`src/gstc_consts.vh`:
```
// Purpose: Shared constants for the gated sixteen-bit timer/counter
// Assumes: Included by bare name from the design files
// Notes: Definitions only
`ifndef GSTC_CONSTS_VH
`define GSTC_CONSTS_VH

// ------------------------------------------------------------
// Clock source field codes
// ------------------------------------------------------------
`define GSTC_CS_INSTR 2'h0
`define GSTC_CS_SYS 2'h1
`define GSTC_CS_EXT 2'h2
`define GSTC_CS_CAP 2'h3

// ------------------------------------------------------------
// Gate source field codes
// ------------------------------------------------------------
`define GSTC_GS_PIN 2'h0
`define GSTC_GS_TIMER_ZERO_COUNT 2'h1
`define GSTC_GS_TIMER_TWO_COUNT 2'h2
`define GSTC_GS_WDOG 2'h3

// ------------------------------------------------------------
// Count limit, reset values, instruction clock divide
// ------------------------------------------------------------
`define GSTC_COUNT_RESET 16'h0000
`define GSTC_COUNT_MAX 16'hffff
`define GSTC_BYTE_ZERO 8'h00
`define GSTC_PRE_RESET 3'h0
`define GSTC_INSTR_DIV_LAST 2'h3

`endif

```
`src/gstc_sync2.v`:
```
// Purpose: Two flip-flop level synchroniser
// Assumes: Input is asynchronous to ref_clk_in
// Notes: First stage is read only by the second stage
`timescale 1ns/100ps
`default_nettype none

module gstc_sync2 (
	// Clock and reset
	input wire ref_clk_in,
	input wire reset_in,
	// Level in and out
	input wire async_in,
	output reg sync_out
);

	reg stage_one;

	// Two stage capture
	always @(posedge ref_clk_in) begin
		if (reset_in) begin
			stage_one <= 1'b0;
			sync_out <= 1'b0;
		end else begin
			stage_one <= async_in;
			sync_out <= stage_one;
		end
	end

endmodule
`default_nettype wire

```
`src/gstc_edge_det.v`:
```
// Purpose: Rising and falling edge detector
// Assumes: Input already in the ref_clk_in domain
// Notes: One-cycle pulses
`timescale 1ns/100ps
`default_nettype none

module gstc_edge_det (
	// Clock and reset
	input wire ref_clk_in,
	input wire reset_in,
	// Level and edges
	input wire level_in,
	output wire rise_out,
	output wire fall_out
);

	reg level_d;

	// Delay by one cycle
	always @(posedge ref_clk_in) begin
		if (reset_in) begin
			level_d <= 1'b0;
		end else begin
			level_d <= level_in;
		end
	end

	// Edge pulses
	assign rise_out = level_in & ~level_d;
	assign fall_out = ~level_in & level_d;

endmodule
`default_nettype wire

```
`src/gstc_timer.v`:
```
// Purpose: Gated sixteen-bit timer/counter with prescaler and gate logic
// Assumes: One clock ref_clk_in at 40 MHz; all slower rates are enables
// Notes: Asynchronous mode is modelled by counting the raw synchronised
//        edge without the extra falling-edge arming step
//
// Functional notes
// 16-bit count, byte writes replace live bytes
// Run off stops; gate enable selects gating
// Source field picks sys, instr, cap, external
// Internal source counts prescaled instruction cycles
// External source counts rising input edges
// Falling edge needed before first counted rise
// Prescaler divides by 1, 2, 4, 8
// Prescaler hidden; count writes clear it
// Oscillator enable starts crystal, runs in sleep
// No-sync keeps counting in sleep, wakes
// Async reads return valid count value
// Software stops counter before async writes
// Active gate counts, inactive gate holds
// Polarity bit chooses active gate level
// Gate source field picks pin, t0, t2, watchdog
// Timer0 wrap gives gate pulse
// Timer2 period reset gives gate pulse
// Watchdog gate forces watchdog on
// Gate-only watchdog gives no reset, wake
// Watchdog rate bits keep choosing gate interval
// Software uses toggle mode with watchdog gate
// Sync/async switch may drop or add one
// Wrap to zero sets overflow flag
// Toggle flip-flop on gate; cleared when off
// Gate value falling edge sets gate event flag
// Single-pulse go arms, self-clears on trailing edge
// External input passes two-stage synchroniser
`timescale 1ns/100ps
`default_nettype none
`include "gstc_consts.vh"

module gstc_timer #(
	parameter COUNT_WIDTH = 16
) (
	// Clock and reset
	input wire ref_clk_in,
	input wire reset_in,
	// Control bits
	input wire timer_run_bit_in,
	input wire gate_enable_bit_in,
	input wire [1:0] clock_source_field_in,
	input wire crystal_osc_enable_in,
	input wire [1:0] prescale_field_in,
	input wire no_sync_bit_in,
	input wire gate_polarity_bit_in,
	input wire [1:0] gate_source_field_in,
	input wire gate_toggle_enable_in,
	input wire gate_single_pulse_enable_in,
	input wire single_pulse_go_set_in,
	input wire sleep_in,
	input wire watchdog_config_enable_in,
	// Count byte writes and reads
	input wire count_high_write_in,
	input wire count_low_write_in,
	input wire [7:0] write_data_in,
	output reg [7:0] count_high_byte_out,
	output reg [7:0] count_low_byte_out,
	// Pins, already crystal-buffered outside
	input wire external_count_pin_in,
	input wire crystal_clock_in,
	input wire cap_osc_in,
	input wire gate_input_pin_in,
	// Internal gate sources
	input wire timer_zero_wrap_in,
	input wire timer_two_match_reset_in,
	input wire watchdog_overflow_in,
	// Status and side outputs
	output reg single_pulse_go_bit_out,
	output reg gate_current_value_out,
	output reg overflow_flag_set_out,
	output reg gate_event_flag_set_out,
	output reg wake_request_out,
	output reg crystal_osc_run_out,
	output reg watchdog_gate_force_on_out,
	output reg watchdog_reset_allow_out
);

	// ------------------------------------------------------------
	// Instruction clock enable and input synchronisers
	// ------------------------------------------------------------
	reg [1:0] instr_div;
	wire instr_tick;
	wire ext_pin_s;
	wire xtal_s;
	wire cap_s;
	wire gate_pin_s;
	wire ext_sel;
	wire ext_rise;
	wire ext_fall;

	// Divide by four for the instruction clock
	always @(posedge ref_clk_in) begin
		if (reset_in) begin
			instr_div <= 2'h0;
		end else begin
			instr_div <= instr_div + 2'h1;
		end
	end
	assign instr_tick = (instr_div == `GSTC_INSTR_DIV_LAST);

	// Pin synchronisers
	gstc_sync2 u_sync_ext (
		.ref_clk_in(ref_clk_in),
		.reset_in(reset_in),
		.async_in(external_count_pin_in),
		.sync_out(ext_pin_s)
	);
	gstc_sync2 u_sync_xtal (
		.ref_clk_in(ref_clk_in),
		.reset_in(reset_in),
		.async_in(crystal_clock_in),
		.sync_out(xtal_s)
	);
	gstc_sync2 u_sync_cap (
		.ref_clk_in(ref_clk_in),
		.reset_in(reset_in),
		.async_in(cap_osc_in),
		.sync_out(cap_s)
	);
	gstc_sync2 u_sync_gate (
		.ref_clk_in(ref_clk_in),
		.reset_in(reset_in),
		.async_in(gate_input_pin_in),
		.sync_out(gate_pin_s)
	);

	// External level selection: pin or crystal, or cap oscillator
	assign ext_sel = (clock_source_field_in == `GSTC_CS_CAP) ? cap_s :
		(crystal_osc_enable_in ? xtal_s : ext_pin_s);

	gstc_edge_det u_edge_ext (
		.ref_clk_in(ref_clk_in),
		.reset_in(reset_in),
		.level_in(ext_sel),
		.rise_out(ext_rise),
		.fall_out(ext_fall)
	);

	// ------------------------------------------------------------
	// Clock source select and prescaler
	// ------------------------------------------------------------
	reg src_tick;
	reg armed;
	reg [2:0] pre_cnt;
	reg pre_tick;
	wire is_external;
	wire count_write;
	wire run_ok;

	assign is_external = clock_source_field_in[1];
	assign count_write = count_high_write_in | count_low_write_in;
	// Sleep stops all but the unsynchronised external and cap oscillator sources
	assign run_ok = timer_run_bit_in & (~sleep_in | (is_external & no_sync_bit_in));

	// Pick the raw increment event for the chosen source
	always @* begin
		case (clock_source_field_in)
			`GSTC_CS_SYS: src_tick = 1'b1;
			`GSTC_CS_INSTR: src_tick = instr_tick;
			default: src_tick = ext_rise & (armed | no_sync_bit_in);
		endcase
	end

	// Falling edge arms counting after enable, write or disable
	always @(posedge ref_clk_in) begin
		if (reset_in) begin
			armed <= 1'b0;
		end else if (count_write || !timer_run_bit_in) begin
			armed <= 1'b0;
		end else if (ext_fall) begin
			armed <= 1'b1;
		end
	end

	// Prescale counter, hidden from software, cleared on count writes
	always @(posedge ref_clk_in) begin
		if (reset_in || count_write) begin
			pre_cnt <= `GSTC_PRE_RESET;
		end else if (src_tick && run_ok) begin
			pre_cnt <= pre_cnt + 3'h1;
		end
	end

	// Prescaled tick at 1, 2, 4 or 8
	always @* begin
		case (prescale_field_in)
			2'h0: pre_tick = src_tick;
			2'h1: pre_tick = src_tick & pre_cnt[0];
			2'h2: pre_tick = src_tick & (&pre_cnt[1:0]);
			default: pre_tick = src_tick & (&pre_cnt);
		endcase
	end

	// ------------------------------------------------------------
	// Gate source, polarity, toggle and single pulse
	// ------------------------------------------------------------
	reg gate_src;
	reg toggle_q;
	reg gate_src_d;
	reg next_gate_value;
	wire gate_after_pol;
	wire gate_rise;

	// Gate source mux
	always @* begin
		case (gate_source_field_in)
			`GSTC_GS_PIN: gate_src = gate_pin_s;
			`GSTC_GS_TIMER_ZERO_COUNT: gate_src = timer_zero_wrap_in;
			`GSTC_GS_TIMER_TWO_COUNT: gate_src = timer_two_match_reset_in;
			default: gate_src = watchdog_overflow_in;
		endcase
	end

	// Polarity: clear means active low
	assign gate_after_pol = gate_polarity_bit_in ? gate_src : ~gate_src;
	assign gate_rise = gate_after_pol & ~gate_src_d;

	// Toggle flip-flop, held clear while toggle mode is off
	always @(posedge ref_clk_in) begin
		if (reset_in) begin
			gate_src_d <= 1'b0;
			toggle_q <= 1'b0;
		end else begin
			gate_src_d <= gate_after_pol;
			if (!gate_toggle_enable_in) begin
				toggle_q <= 1'b0;
			end else if (gate_rise) begin
				toggle_q <= ~toggle_q;
			end
		end
	end

	// Gate value after toggle and single-pulse qualification
	always @* begin
		next_gate_value = gate_toggle_enable_in ? toggle_q : gate_after_pol;
		if (gate_single_pulse_enable_in) begin
			next_gate_value = next_gate_value & single_pulse_go_bit_out;
		end
	end

	// Go bit: software set, hardware clear on trailing gate edge
	always @(posedge ref_clk_in) begin
		if (reset_in || !gate_single_pulse_enable_in) begin
			single_pulse_go_bit_out <= 1'b0;
		end else if (single_pulse_go_set_in) begin
			single_pulse_go_bit_out <= 1'b1;
		end else if (gate_current_value_out && !next_gate_value) begin
			single_pulse_go_bit_out <= 1'b0;
		end
	end

	// Gate value register and gate event flag pulse
	always @(posedge ref_clk_in) begin
		if (reset_in) begin
			gate_current_value_out <= 1'b0;
			gate_event_flag_set_out <= 1'b0;
		end else begin
			gate_current_value_out <= next_gate_value;
			gate_event_flag_set_out <= gate_current_value_out & ~next_gate_value;
		end
	end

	// ------------------------------------------------------------
	// Sixteen-bit counter and overflow
	// ------------------------------------------------------------
	reg [COUNT_WIDTH-1:0] count;
	wire count_enable;
	wire do_inc;

	// Run and gate enable table
	assign count_enable = run_ok & (~gate_enable_bit_in | gate_current_value_out);
	assign do_inc = count_enable & pre_tick;

	// Count update; byte writes take priority over increments
	always @(posedge ref_clk_in) begin
		if (reset_in) begin
			count <= `GSTC_COUNT_RESET;
			overflow_flag_set_out <= 1'b0;
		end else begin
			overflow_flag_set_out <= 1'b0;
			if (count_write) begin
				if (count_high_write_in) begin
					count[15:8] <= write_data_in;
				end
				if (count_low_write_in) begin
					count[7:0] <= write_data_in;
				end
			end else if (do_inc) begin
				count <= count + 16'h0001;
				if (count == `GSTC_COUNT_MAX) begin
					overflow_flag_set_out <= 1'b1;
				end
			end
		end
	end

	// Read bytes come from flops in this domain, always coherent
	always @(posedge ref_clk_in) begin
		if (reset_in) begin
			count_high_byte_out <= `GSTC_BYTE_ZERO;
			count_low_byte_out <= `GSTC_BYTE_ZERO;
		end else begin
			count_high_byte_out <= count[15:8];
			count_low_byte_out <= count[7:0];
		end
	end

	// ------------------------------------------------------------
	// Side outputs: wake, crystal, watchdog control
	// ------------------------------------------------------------
	always @(posedge ref_clk_in) begin
		if (reset_in) begin
			wake_request_out <= 1'b0;
			crystal_osc_run_out <= 1'b0;
			watchdog_gate_force_on_out <= 1'b0;
			watchdog_reset_allow_out <= 1'b0;
		end else begin
			wake_request_out <= sleep_in & do_inc & (count == `GSTC_COUNT_MAX);
			crystal_osc_run_out <= crystal_osc_enable_in;
			watchdog_gate_force_on_out <= gate_enable_bit_in &
				(gate_source_field_in == `GSTC_GS_WDOG);
			watchdog_reset_allow_out <= watchdog_config_enable_in;
		end
	end

endmodule
`default_nettype wire

```
`config.mk`:
```
export PLATFORM = sky130hd
export DESIGN_NAME = gstc_timer
export DESIGN_NICKNAME = d
export VERILOG_FILES = /design/src/gstc_sync2.v /design/src/gstc_edge_det.v /design/src/gstc_timer.v
export VERILOG_INCLUDE_DIRS = /design/src
export SDC_FILE = /design/constraint.sdc
export NUM_CORES = 1
export LEC_CHECK = 0
export ABC_AREA = 1
export BUFFER_PORTS_ARGS = -buffer_cell sky130_fd_sc_hd__buf_2
export CAP_MARGIN = 20
export CORE_UTILIZATION = 26
export CTS_CLUSTER_SIZE = 16
export DETAILED_ROUTE_END_ITERATION = 8
export PLACE_DENSITY_LB_ADDON = 0.3
export SLEW_MARGIN = 20
export SYNTH_ARGS = -nofsm -noshare
export SYNTH_HDL_FRONTEND = slang
export SYNTH_SLANG_ARGS = --single-unit
export TNS_END_PERCENT = 50
```
`constraint.sdc`:
```
create_clock -name ref_clk_in -period 2.11 [get_ports ref_clk_in]
set_clock_uncertainty 0.2 [all_clocks]
set_input_delay 0.1055 -clock ref_clk_in [delete_from_list [all_inputs] [get_ports ref_clk_in]]
set_output_delay 0.1055 -clock ref_clk_in [all_outputs]
set_load 0.05 [all_outputs]
```
==> results.toml, run 1 <==
[power_and_ir_drop]
power.internal_mw = 2.04
peakVddDrop_v = 0.000262
leakage_nw = 1.78
p_sw_share_pct = 26.1
seq_power_share_pct = 42.4
power_density_nw_per_um2 = 765
power_frac_clock_pct = 43.5
p_comb_share_pct = 14.1
p_sw_mw = 0.720

[die]
die_w_um = 103
rows = 36
initial_core_util_pct = 26.9
coreArea_um2 = 9820
die_area_um2 = 10600
die_y_um = 103
ios = 59

[sta]
maxSlewViolCount = 0
worst_slack_ps = 178
rsz0062_at_grt = "true"
min_period_over_period_pct = 91.6
worstMarginPinSlew_ps = 635
fin_crit_ps = 1930
setup_violations = 0
finalHoldViolations = 0
timing.setup.tns_ps = 0
slew-limit-headroom_pct = 57.4
fmax_ghz = 0.518

[synthesis]
syn-cell-area_um2 = 2640
syn_area_per_cell_um2 = 6.79
muxShareOfSynthArea_pct = 0
synth_compound_area_share_pct = 8.67
synth_top_family_by_area = "simple AND/OR/NAND/NOR gates"
synth_cells = 389
yosys.area.top_type = "dfxtp_1"
synth_seq_cells = 57
yosysSeqAreaShare_pct = 43.2
synth-simple-area-share_pct = 35.0
synth.distinct_cells = 30
synth_top_area_share_pct = 43.2
yosys_warnings = 0
synth-adder-area-share_pct = 3.32
synth_area_leaders = "dfxtp_1 (43%), nand2_1 (13%), nor2_1 (12%), inv_1 (7.3%), a21oi_1 (4.0%)"
synthXorXnorAreaFrac_pct = 0
synth_nets = 431

[critical_path]
cp-start-kind = "flop"
arrival_ps = 1960
critPathRequiredTime_ps = 2140
critPathMaxFanout = 12
crit_type = "flop to flop"
r2r_end = "count[9]"
worstSetupEndpointType = "flop"
worstRegToRegCells = 8
timing.rr.start = "pre_cnt[0]"
regToRegSetupSlack_ps = 180

[cts]
clk_pin_slew_worst_paths_ps = 70
clock_latency_ps = 330
cts_buffer_depth = 2
htreeDepth = 3
root_buffer = "clkbuf_8"
cts_tree = "done"
cts_buffers = 9
numClockSinks = 57

[worst_hold_path]
min_delay_path_depth = 7
hp-start = "write_data_in[2]"
hp-class = "primary input to flop"
hold_path_end = "count[10]"

[run_status]
status = "completed"

[route]
avgViaCountPerCell = 4.33
antenna_left = 0
wire_per_inst_um = 11.0
firstDrtPassIters = 5
routed_wl_mm = 6.81
drc = 0
drt_iter0_drc = 102
via_count = 2688

[finish]
finish.utilization_pct = 36.7
diodes = 0
area_growth_pct = 36.5
nNetsFinal = 525
drive_above_1_share_pct = 20.5
nFillCells = 1071

[placement]
pre_cts_ws_ps = 100
io_buffers = 58
place_hpwl_mm = 4.98
place.gp.congestion = 0.824

[global_route]
grt_max_degree = 34
antenna_found_initial = 0
grt_overflow_total = 0
grt_pass1_vias = 2503
grt_use_total_pct = 13.7
grt_pass1_wl_mm = 11.2

[flow_run]
cap_violations = 0
[cells by family after synthesis]
| kind of cell | after synthesis |
|---|---|
| buf+inv | 64 |
| simple gates | 219 |
| flops | 57 |
| compound gates | 42 |
| fa+ha+maj | 7 |
[layout by cell type, fill, tap and decap left out, types with 2 or more instances in the layout]
cell and count:
clkinv_1 2, dlygate4sd3_1 23, inv_2 2, buf_2 58
a31oi_1 2, buf_4 10, o21ai_0 11, nand3_1 20
nor2_1 83, ha_1 7, o21ai_1 4, a21oi_1 21
nor3_1 2, nand2_4 2, inv_1 51, nand4_1 4
dfxtp_1 57, nand2_2 4, nand2_1 94, o22ai_1 2
nor2_2 3, clkbuf_8 12, and2_1 2, bufinv_16 2
[layout make-up]
cell class / instances / area, um2 / area share, %
inverters: 56 / 213 / 5.90
clock inverters: 4 / 73.8 / 2.05
multi-input cells: 268 / 1250 / 34.7
clock buffers: 12 / 165 / 4.58
well taps: 133 / 166 / 4.62
repair buffers: 91 / 596 / 16.5
flip-flops and latches: 57 / 1140 / 31.7
[sequential cells by signal, indices dropped and copies added (netlist names), 2 cells and up]
name	flops
count	16
count_high_byte_out	8
instr_div	2
count_low_byte_out	8
pre_cnt	3
[critical path: stages, from the launching register on]
cell     delay [ps]
dfxtp_1         370
ha_1            190
ha_1            140
a21oi_1         100
a21oi_4         190
nand4_4         230
buf_4           220
a21oi_1         130
nor2_1           60
[Yosys cell counts]
cell,n
buf_6,1
nand4_4,1
o21ai_1,4
or2_1,1
nor3b_1,1
clkinv_1,2
nand4_1,4
a21oi_4,1
dfxtp_1,57
nor2_1,83
nand2_2,6
buf_2,1
nor3_1,2
clkbuf_1,4
a31oi_1,2
inv_1,51
ha_1,7
inv_2,2
inv_4,1
nand3_2,1
nand2_1,94
nor2_2,3
nor3_2,1
a21oi_1,21
o22ai_1,2
nand3_1,20
o21ai_0,11
buf_4,2
and2_1,2
a21boi_0,1
[power groups by stage]
stage / Sequential, mW / Combinational, mW / Clock (mW)
final: 1.17 / 0.389 / 1.20
after CTS: 1.17 / 0.391 / 1.23
after detailed placement: 1.19 / 0.356 / 0
after floorplan: 1.25 / 0.186 / 0
after global placement: 1.19 / 0.352 / 0
after global routing: 1.18 / 0.439 / 1.28
[routing by layer]
layer	vias to the layer above	share of wire (%)	global-route usage, %
met5	-	0	0
met4	0	1.8	4.01
met3	12	6.3	5.08
met2	69	46	23.3
met1	1219	46	16.1
li1	1388	-	-
[worst max path at each step]
stage | start | endpoint | slack (ps) | cells past startpoint
finish | pre_cnt[0] | count[9] | 180 | 8
global route | pre_cnt[0] | count[7] | -10 | 9
CTS | pre_cnt[0] | count[11] | 80 | 9
detailed placement | pre_cnt[0] | count[3] | 100 | 9
global placement | pre_cnt[0] | count[0] | 170 | 9
floorplan | gate_current_value_out | count[12] | 370 | 6
[per-stage QoR]
| stage | cell area, um2 | instances | hold WS (ps) | power, mW |
|---|---|---|---|---|
| after global placement | 3070 | 575 | 110 | 1.55 |
| final | 3600 | 621 | 20.2 | 2.76 |
| after global routing | 3600 | 621 | 69.0 | 2.90 |
| after floorplan | 2640 | 389 | 12.5 | 1.44 |
| after detailed placement | 3070 | 575 | 122 | 1.55 |
| after CTS | 3550 | 615 | 16.9 | 2.79 |
[repair_timing]
action	4_1_cts	5_1_grt
hold buffers	24	0
setup endpoints to repair	0	11
hold endpoints to repair	24	0
resized for setup	0	2
setup buffers	0	7
(Power assumes the default switching activity.)
==> run 2: changes to the inputs <==
- CORE_MARGIN: default -> 2
- SLEW_MARGIN: 20 -> 10
==> results.toml, run 2 (synthesized netlist as in run 1, its figures left out) <==
[run_status]
status = "completed"

[finish]
area_growth_pct = 33.3
regArea_um2 = 1140
final_common_cell = "nand2_1"
nFillCells = 1082
top_regs = "count x16, count_high_byte_out x8, count_low_byte_out x8"
drive_above_1_share_pct = 19.3
nNetsFinal = 519
multiInputGateArea_um2 = 1250
largest_register_ffs = 16
regMostFlops = "count"
finish.cell_count_without_fillers = 615
diodes = 0
layout_common_cells = "nand2_1 (94), nor2_1 (83), buf_2 (58), dfxtp_1 (57), inv_1 (51)"

[cts]
numClockSinks = 57
htreeDepth = 3
clock_latency_ps = 340
cts_buffers = 9
cts_tree = "done"
clk_pin_slew_worst_paths_ps = 60
cts_buffer_depth = 2
cts_setup_buffers = 0
root_buffer = "clkbuf_8"

[power_and_ir_drop]
p_sw_share_pct = 28.0
power_frac_clock_pct = 38.9
power_density_nw_per_um2 = 728
peakVddDrop_v = 0.000263
seq_power_share_pct = 45.8
p_sw_mw = 0.716
leakage_nw = 1.73
power.internal_mw = 1.84
p_comb_share_pct = 15.3

[sta]
setup_violations = 0
fin_crit_ps = 2030
fmax_ghz = 0.493
hold_ws_ps = 17.7
maxSlewViolCount = 0
worstMarginPinSlew_ps = 616
slew-limit-headroom_pct = 58.7
finalHoldViolations = 0
min_period_over_period_pct = 96.1

[route]
met2_length_mm = 3.42
routed-wl-met3_um = 427
wire_per_inst_um = 11.4
drt_iter0_drc = 99
wl_met1_mm = 3.12
via_count = 2660
antenna_left = 0
avgViaCountPerCell = 4.33
firstDrtPassIters = 4
routed_wl_mm = 7.03
highest_layer = "met4"
drc = 0

[worst_hold_path]
min_delay_path_depth = 7
hold_path_end = "count[10]"
hp-start = "write_data_in[2]"
hp-class = "primary input to flop"

[global_route]
grt_use_total_pct = 13.9
grt_overflow_total = 0
grt_pass1_wl_mm = 12.2
grt_max_degree = 34
grt_pass1_vias = 2695
antenna_found_initial = 0

[die]
initial_core_util_pct = 26.9
die_area_um2 = 11000
coreArea_um2 = 9820
die_w_um = 105
rows = 36
ios = 59
die_y_um = 105

[critical_path]
worstRegToRegCells = 9
r2r_end = "count[11]"
arrival_ps = 2050
worstSetupEndpointType = "flop"
regToRegSetupSlack_ps = 150
cp-start-kind = "primary input"
critPathRequiredTime_ps = 2130
crit_type = "primary input to flop"
timing.rr.start = "pre_cnt[0]"
critPathMaxFanout = 3

[placement]
dp.cells = 575
place_hpwl_mm = 5.11
place.gp.congestion = 0.839
io_buffers = 58

[flow_run]
cap_violations = 0
run 2: layer usage:
metal,track usage [%],up-vias
met5,0,-
met4,4.00,0
met3,4.87,10
met2,23.7,76
met1,16.5,1201
li1,-,1373
run 2: worst max path at each step:
| stage | start | endpoint | slack (ps) | cells after the start |
|---|---|---|---|---|
| floorplan | gate_current_value_out | count[12] | 370 | 6 |
| global placement | pre_cnt[0] | count[0] | 170 | 9 |
| global route | pre_cnt[0] | count[10] | -4 | 9 |
| CTS | pre_cnt[0] | count[11] | 100 | 9 |
| detailed placement | pre_cnt[0] | count[3] | 110 | 9 |
| finish | clock_source_field_in[0] | u_edge_ext.level_d | 80 | 6 |
run 2: power by group through the flow:
| stage | Combinational [mW] | Sequential [mW] | Clock (mW) |
|---|---|---|---|
| floorplan | 0.186 | 1.25 | 0 |
| finish | 0.392 | 1.17 | 0.996 |
| detailed placement | 0.359 | 1.20 | 0 |
| CTS | 0.394 | 1.17 | 1.03 |
| global placement | 0.353 | 1.19 | 0 |
| global route | 0.440 | 1.18 | 1.09 |
run 2: area by class of cell:
cell class,count,share of cell area [%]
Tap cell,133,4.73
Sequential cell,57,32.4
Timing Repair Buffer,85,15.7
Clock buffer,10,3.91
Multi-Input combinational cell,268,35.5
Clock inverter,6,1.64
Inverter,56,6.05
run 2: critical path, cell delays in order:
cell and delay [ps]:
dlygate4sd3_1 540, buf_2 140, nand3_1 80, dlygate4sd3_1 550
a21oi_1 60, dlygate4sd3_1 570
run 2: per-stage QoR:
| step | setup slack, ps | power, mW | setup TNS, ps | util, % | area, um2 |
|---|---|---|---|---|---|
| after CTS | 97.8 | 2.60 | 0 | 35.7 | 3510 |
| after global placement | 170 | 1.55 | 0 | 31.3 | 3070 |
| after detailed placement | 115 | 1.55 | 0 | 31.3 | 3070 |
| after global routing | -3.72 | 2.71 | -3.72 | 35.8 | 3520 |
| after floorplan | 374 | 1.44 | 0 | - | 2640 |
| final | 81.5 | 2.56 | 0 | 35.8 | 3520 |
run 2: what timing repair did:
| item | CTS | global route |
|---|---|---|
| hold endpoints to repair | 23 | 0 |
| hold buffers | 24 | 0 |
| resized for setup | 0 | 2 |
| setup endpoints to repair | 0 | 10 |
==> run 3: changes to the inputs <==
- ABC_AREA: 1 -> default
==> results.toml, run 3 <==
[global_route]
grt_max_degree = 34
antenna_found_initial = 0
grt_overflow_total = 0
grt_pass1_vias = 2266
grt_pass1_wl_mm = 10.9
grt_use_total_pct = 13.5

[finish]
regMostFlops = "count"
largest_register_ffs = 16
diodes = 0
finish.utilization_pct = 38.8
nNetsFinal = 423
regArea_um2 = 1140
area_growth_pct = 43.9
top_regs = "count x16, count_high_byte_out x8, count_low_byte_out x8"
multiInputGateArea_um2 = 1370
nFillCells = 974
finish.cell_count_without_fillers = 515
final_common_cell = "buf_2"
drive_above_1_share_pct = 31.3
layout_common_cells = "buf_2 (59), dfxtp_1 (54), nor2b_1 (29), dlygate4sd3_1 (24)"
fin_area_um2 = 3620

[sta]
fmax_ghz = 0.470
setup_violations = 5
worstMarginPinSlew_ps = 435
slew-limit-headroom_pct = 71.0
rsz0062_at_grt = "true"
min_period_over_period_pct = 101
finalHoldViolations = 0
worst_slack_ps = -18.7
fin_crit_ps = 2130
maxSlewViolCount = 0

[cts]
cts_tree = "done"
clk_pin_slew_worst_paths_ps = 70
root_buffer = "clkbuf_8"
cts_buffer_depth = 2
cts_buffers = 9
clock_latency_ps = 340
htreeDepth = 3
numClockSinks = 57

[power_and_ir_drop]
leakage_nw = 1.54
total_power_mw = 2.57
power_density_nw_per_um2 = 708
seq_power_share_pct = 45.3
power_frac_clock_pct = 39.5
p_sw_share_pct = 28.3
peakVddDrop_v = 0.000224
p_comb_share_pct = 15.2
p_sw_mw = 0.726
power.internal_mw = 1.84

[placement]
place.gp.congestion = 0.789
pre_cts_ws_ps = -235
placed_area_um2 = 3110
place_hpwl_mm = 4.59
dp.cells = 474
io_buffers = 58

[synthesis]
synth.distinct_cells = 52
synth_nets = 317
synth_seq_cells = 57
ys.flop_type = "dfxtp_1"
synth_area_leaders = "dfxtp_1 (45%), nor2b_1 (7.2%), nand2_1 (3.6%), ha_1 (3.5%), a21oi_1 (3.0%)"
yosysMostFrequentCell = "dfxtp_1"
synth_cells = 275
synth_edf_count = 0
synth_top_area_share_pct = 45.3
ys_async_sr_fraction_pct = 0
syn-cell-area_um2 = 2520
yosys.area.top_type = "dfxtp_1"
syn_area_per_cell_um2 = 9.15
synthTopCellsByCount = "dfxtp_1 (57), nor2b_1 (29), nand2_1 (24)"
yosys_warnings = 0
yosysSeqAreaShare_pct = 45.3

[die]
die_area_um2 = 10500
ios = 59
rows = 35
die_w_um = 102
coreArea_um2 = 9330
die_y_um = 102
initial_core_util_pct = 27.0

[critical_path]
arrival_ps = 2210
critPathMaxFanout = 6
cp-start-kind = "flop"
crit_type = "flop to flop"
critPathRequiredTime_ps = 2190
worstSetupEndpointType = "flop"

[route]
via_count = 2396
avgViaCountPerCell = 4.65
routed_wl_mm = 6.80
antenna_left = 0
drc = 0
wire_per_inst_um = 13.2
firstDrtPassIters = 4
drt_iter0_drc = 138

[flow_run]
cap_violations = 0

[worst_hold_path]
hp-class = "primary input to flop"

[run_status]
violations = "setup timing"
status = "complete, but fails checks"
## run 3: cell count changes in the layout (fill, tap and decap cells not counted), sizes merged, moves of 5 or more
cell   change
nand2     -76
nor2      -66
inv       -46
nor2b     +29
buf       +22
nor3       +9
nand3      -8
a21oi      -7
a221o      +5
## run 3: repair_timing
action	in CTS	in global routing
hold buffers	24	0
gates resized for setup	11	3
hold endpoints to repair	33	0
endpoints found under the setup margin	16	15
pin swaps	12	2
gates cloned	1	0
buffers inserted	0	0
## run 3: worst paths after layout
check,start,to,slack (ps),cells past startpoint
max,pre_cnt[1],count[8],-20,8
min,write_data_in[2],count[10],20,4
max reg2reg,pre_cnt[1],count[8],-20,8
min reg2reg,instr_div[0],instr_div[0],220,1
## run 3: per-layer routing
| layer | part of all wire [%] | global-route usage, % | up-vias |
|---|---|---|---|
| met4 | 2.4 | 7.18 | 0 |
| met2 | 48 | 20.9 | 56 |
| li1 | - | - | 1205 |
| met1 | 46 | 17.4 | 1122 |
| met3 | 3.7 | 3.42 | 13 |
| met5 | 0 | 0 | - |
## run 3: power groups by stage
stage	Clock, mW	Combinational, mW	Sequential, mW
2_1_floorplan	0	0.167	1.24
3_3_place_gp	0	0.345	1.19
3_5_place_dp	0	0.348	1.19
4_1_cts	1.04	0.390	1.16
5_1_grt	1.09	0.426	1.17
6_report	1.01	0.391	1.16
## run 3: kinds of logic (layout without fill, tap and decap cells)
logic type / count (synthesis) / in the layout / synth area share, %
AND/OR/NAND/NOR: 118 / 118 / 25.1
adder cells (fa/ha/maj): 7 / 7 / 3.48
AO/OA/AOI/OAI: 65 / 65 / 19.5
flip-flops: 57 / 57 / 45.3
XOR/XNOR: 6 / 6 / 2.09
multiplexers: 2 / 2 / 1.29
buffers and inverters: 20 / 131 / 3.18
## run 3: area by class of cell
cell class                 instances  share of cell area (%)
sequential                        57                    31.6
clock inverter                     7                    1.97
clock buffer                       9                    3.42
inverter                           8                   0.829
tap                              129                    4.45
multi-input combinational        198                    37.9
timing repair buffer             107                    19.9
## run 3: through the flow
stage	setup TNS [ps]	hold slack, ps
finish	-42.1	16.8
global route	-1180	50.9
CTS	0	9.43
detailed placement	-1930	122
global placement	-1390	112
floorplan	0	-11.3
## run 3: critical path: stages, from the launching register on
cell,delay [ps]
dfxtp_2,360
ha_4,150
ha_4,120
nor3_2,40
a311oi_4,330
nand4_2,200
buf_6,180
a221o_1,360
a21oi_2,110
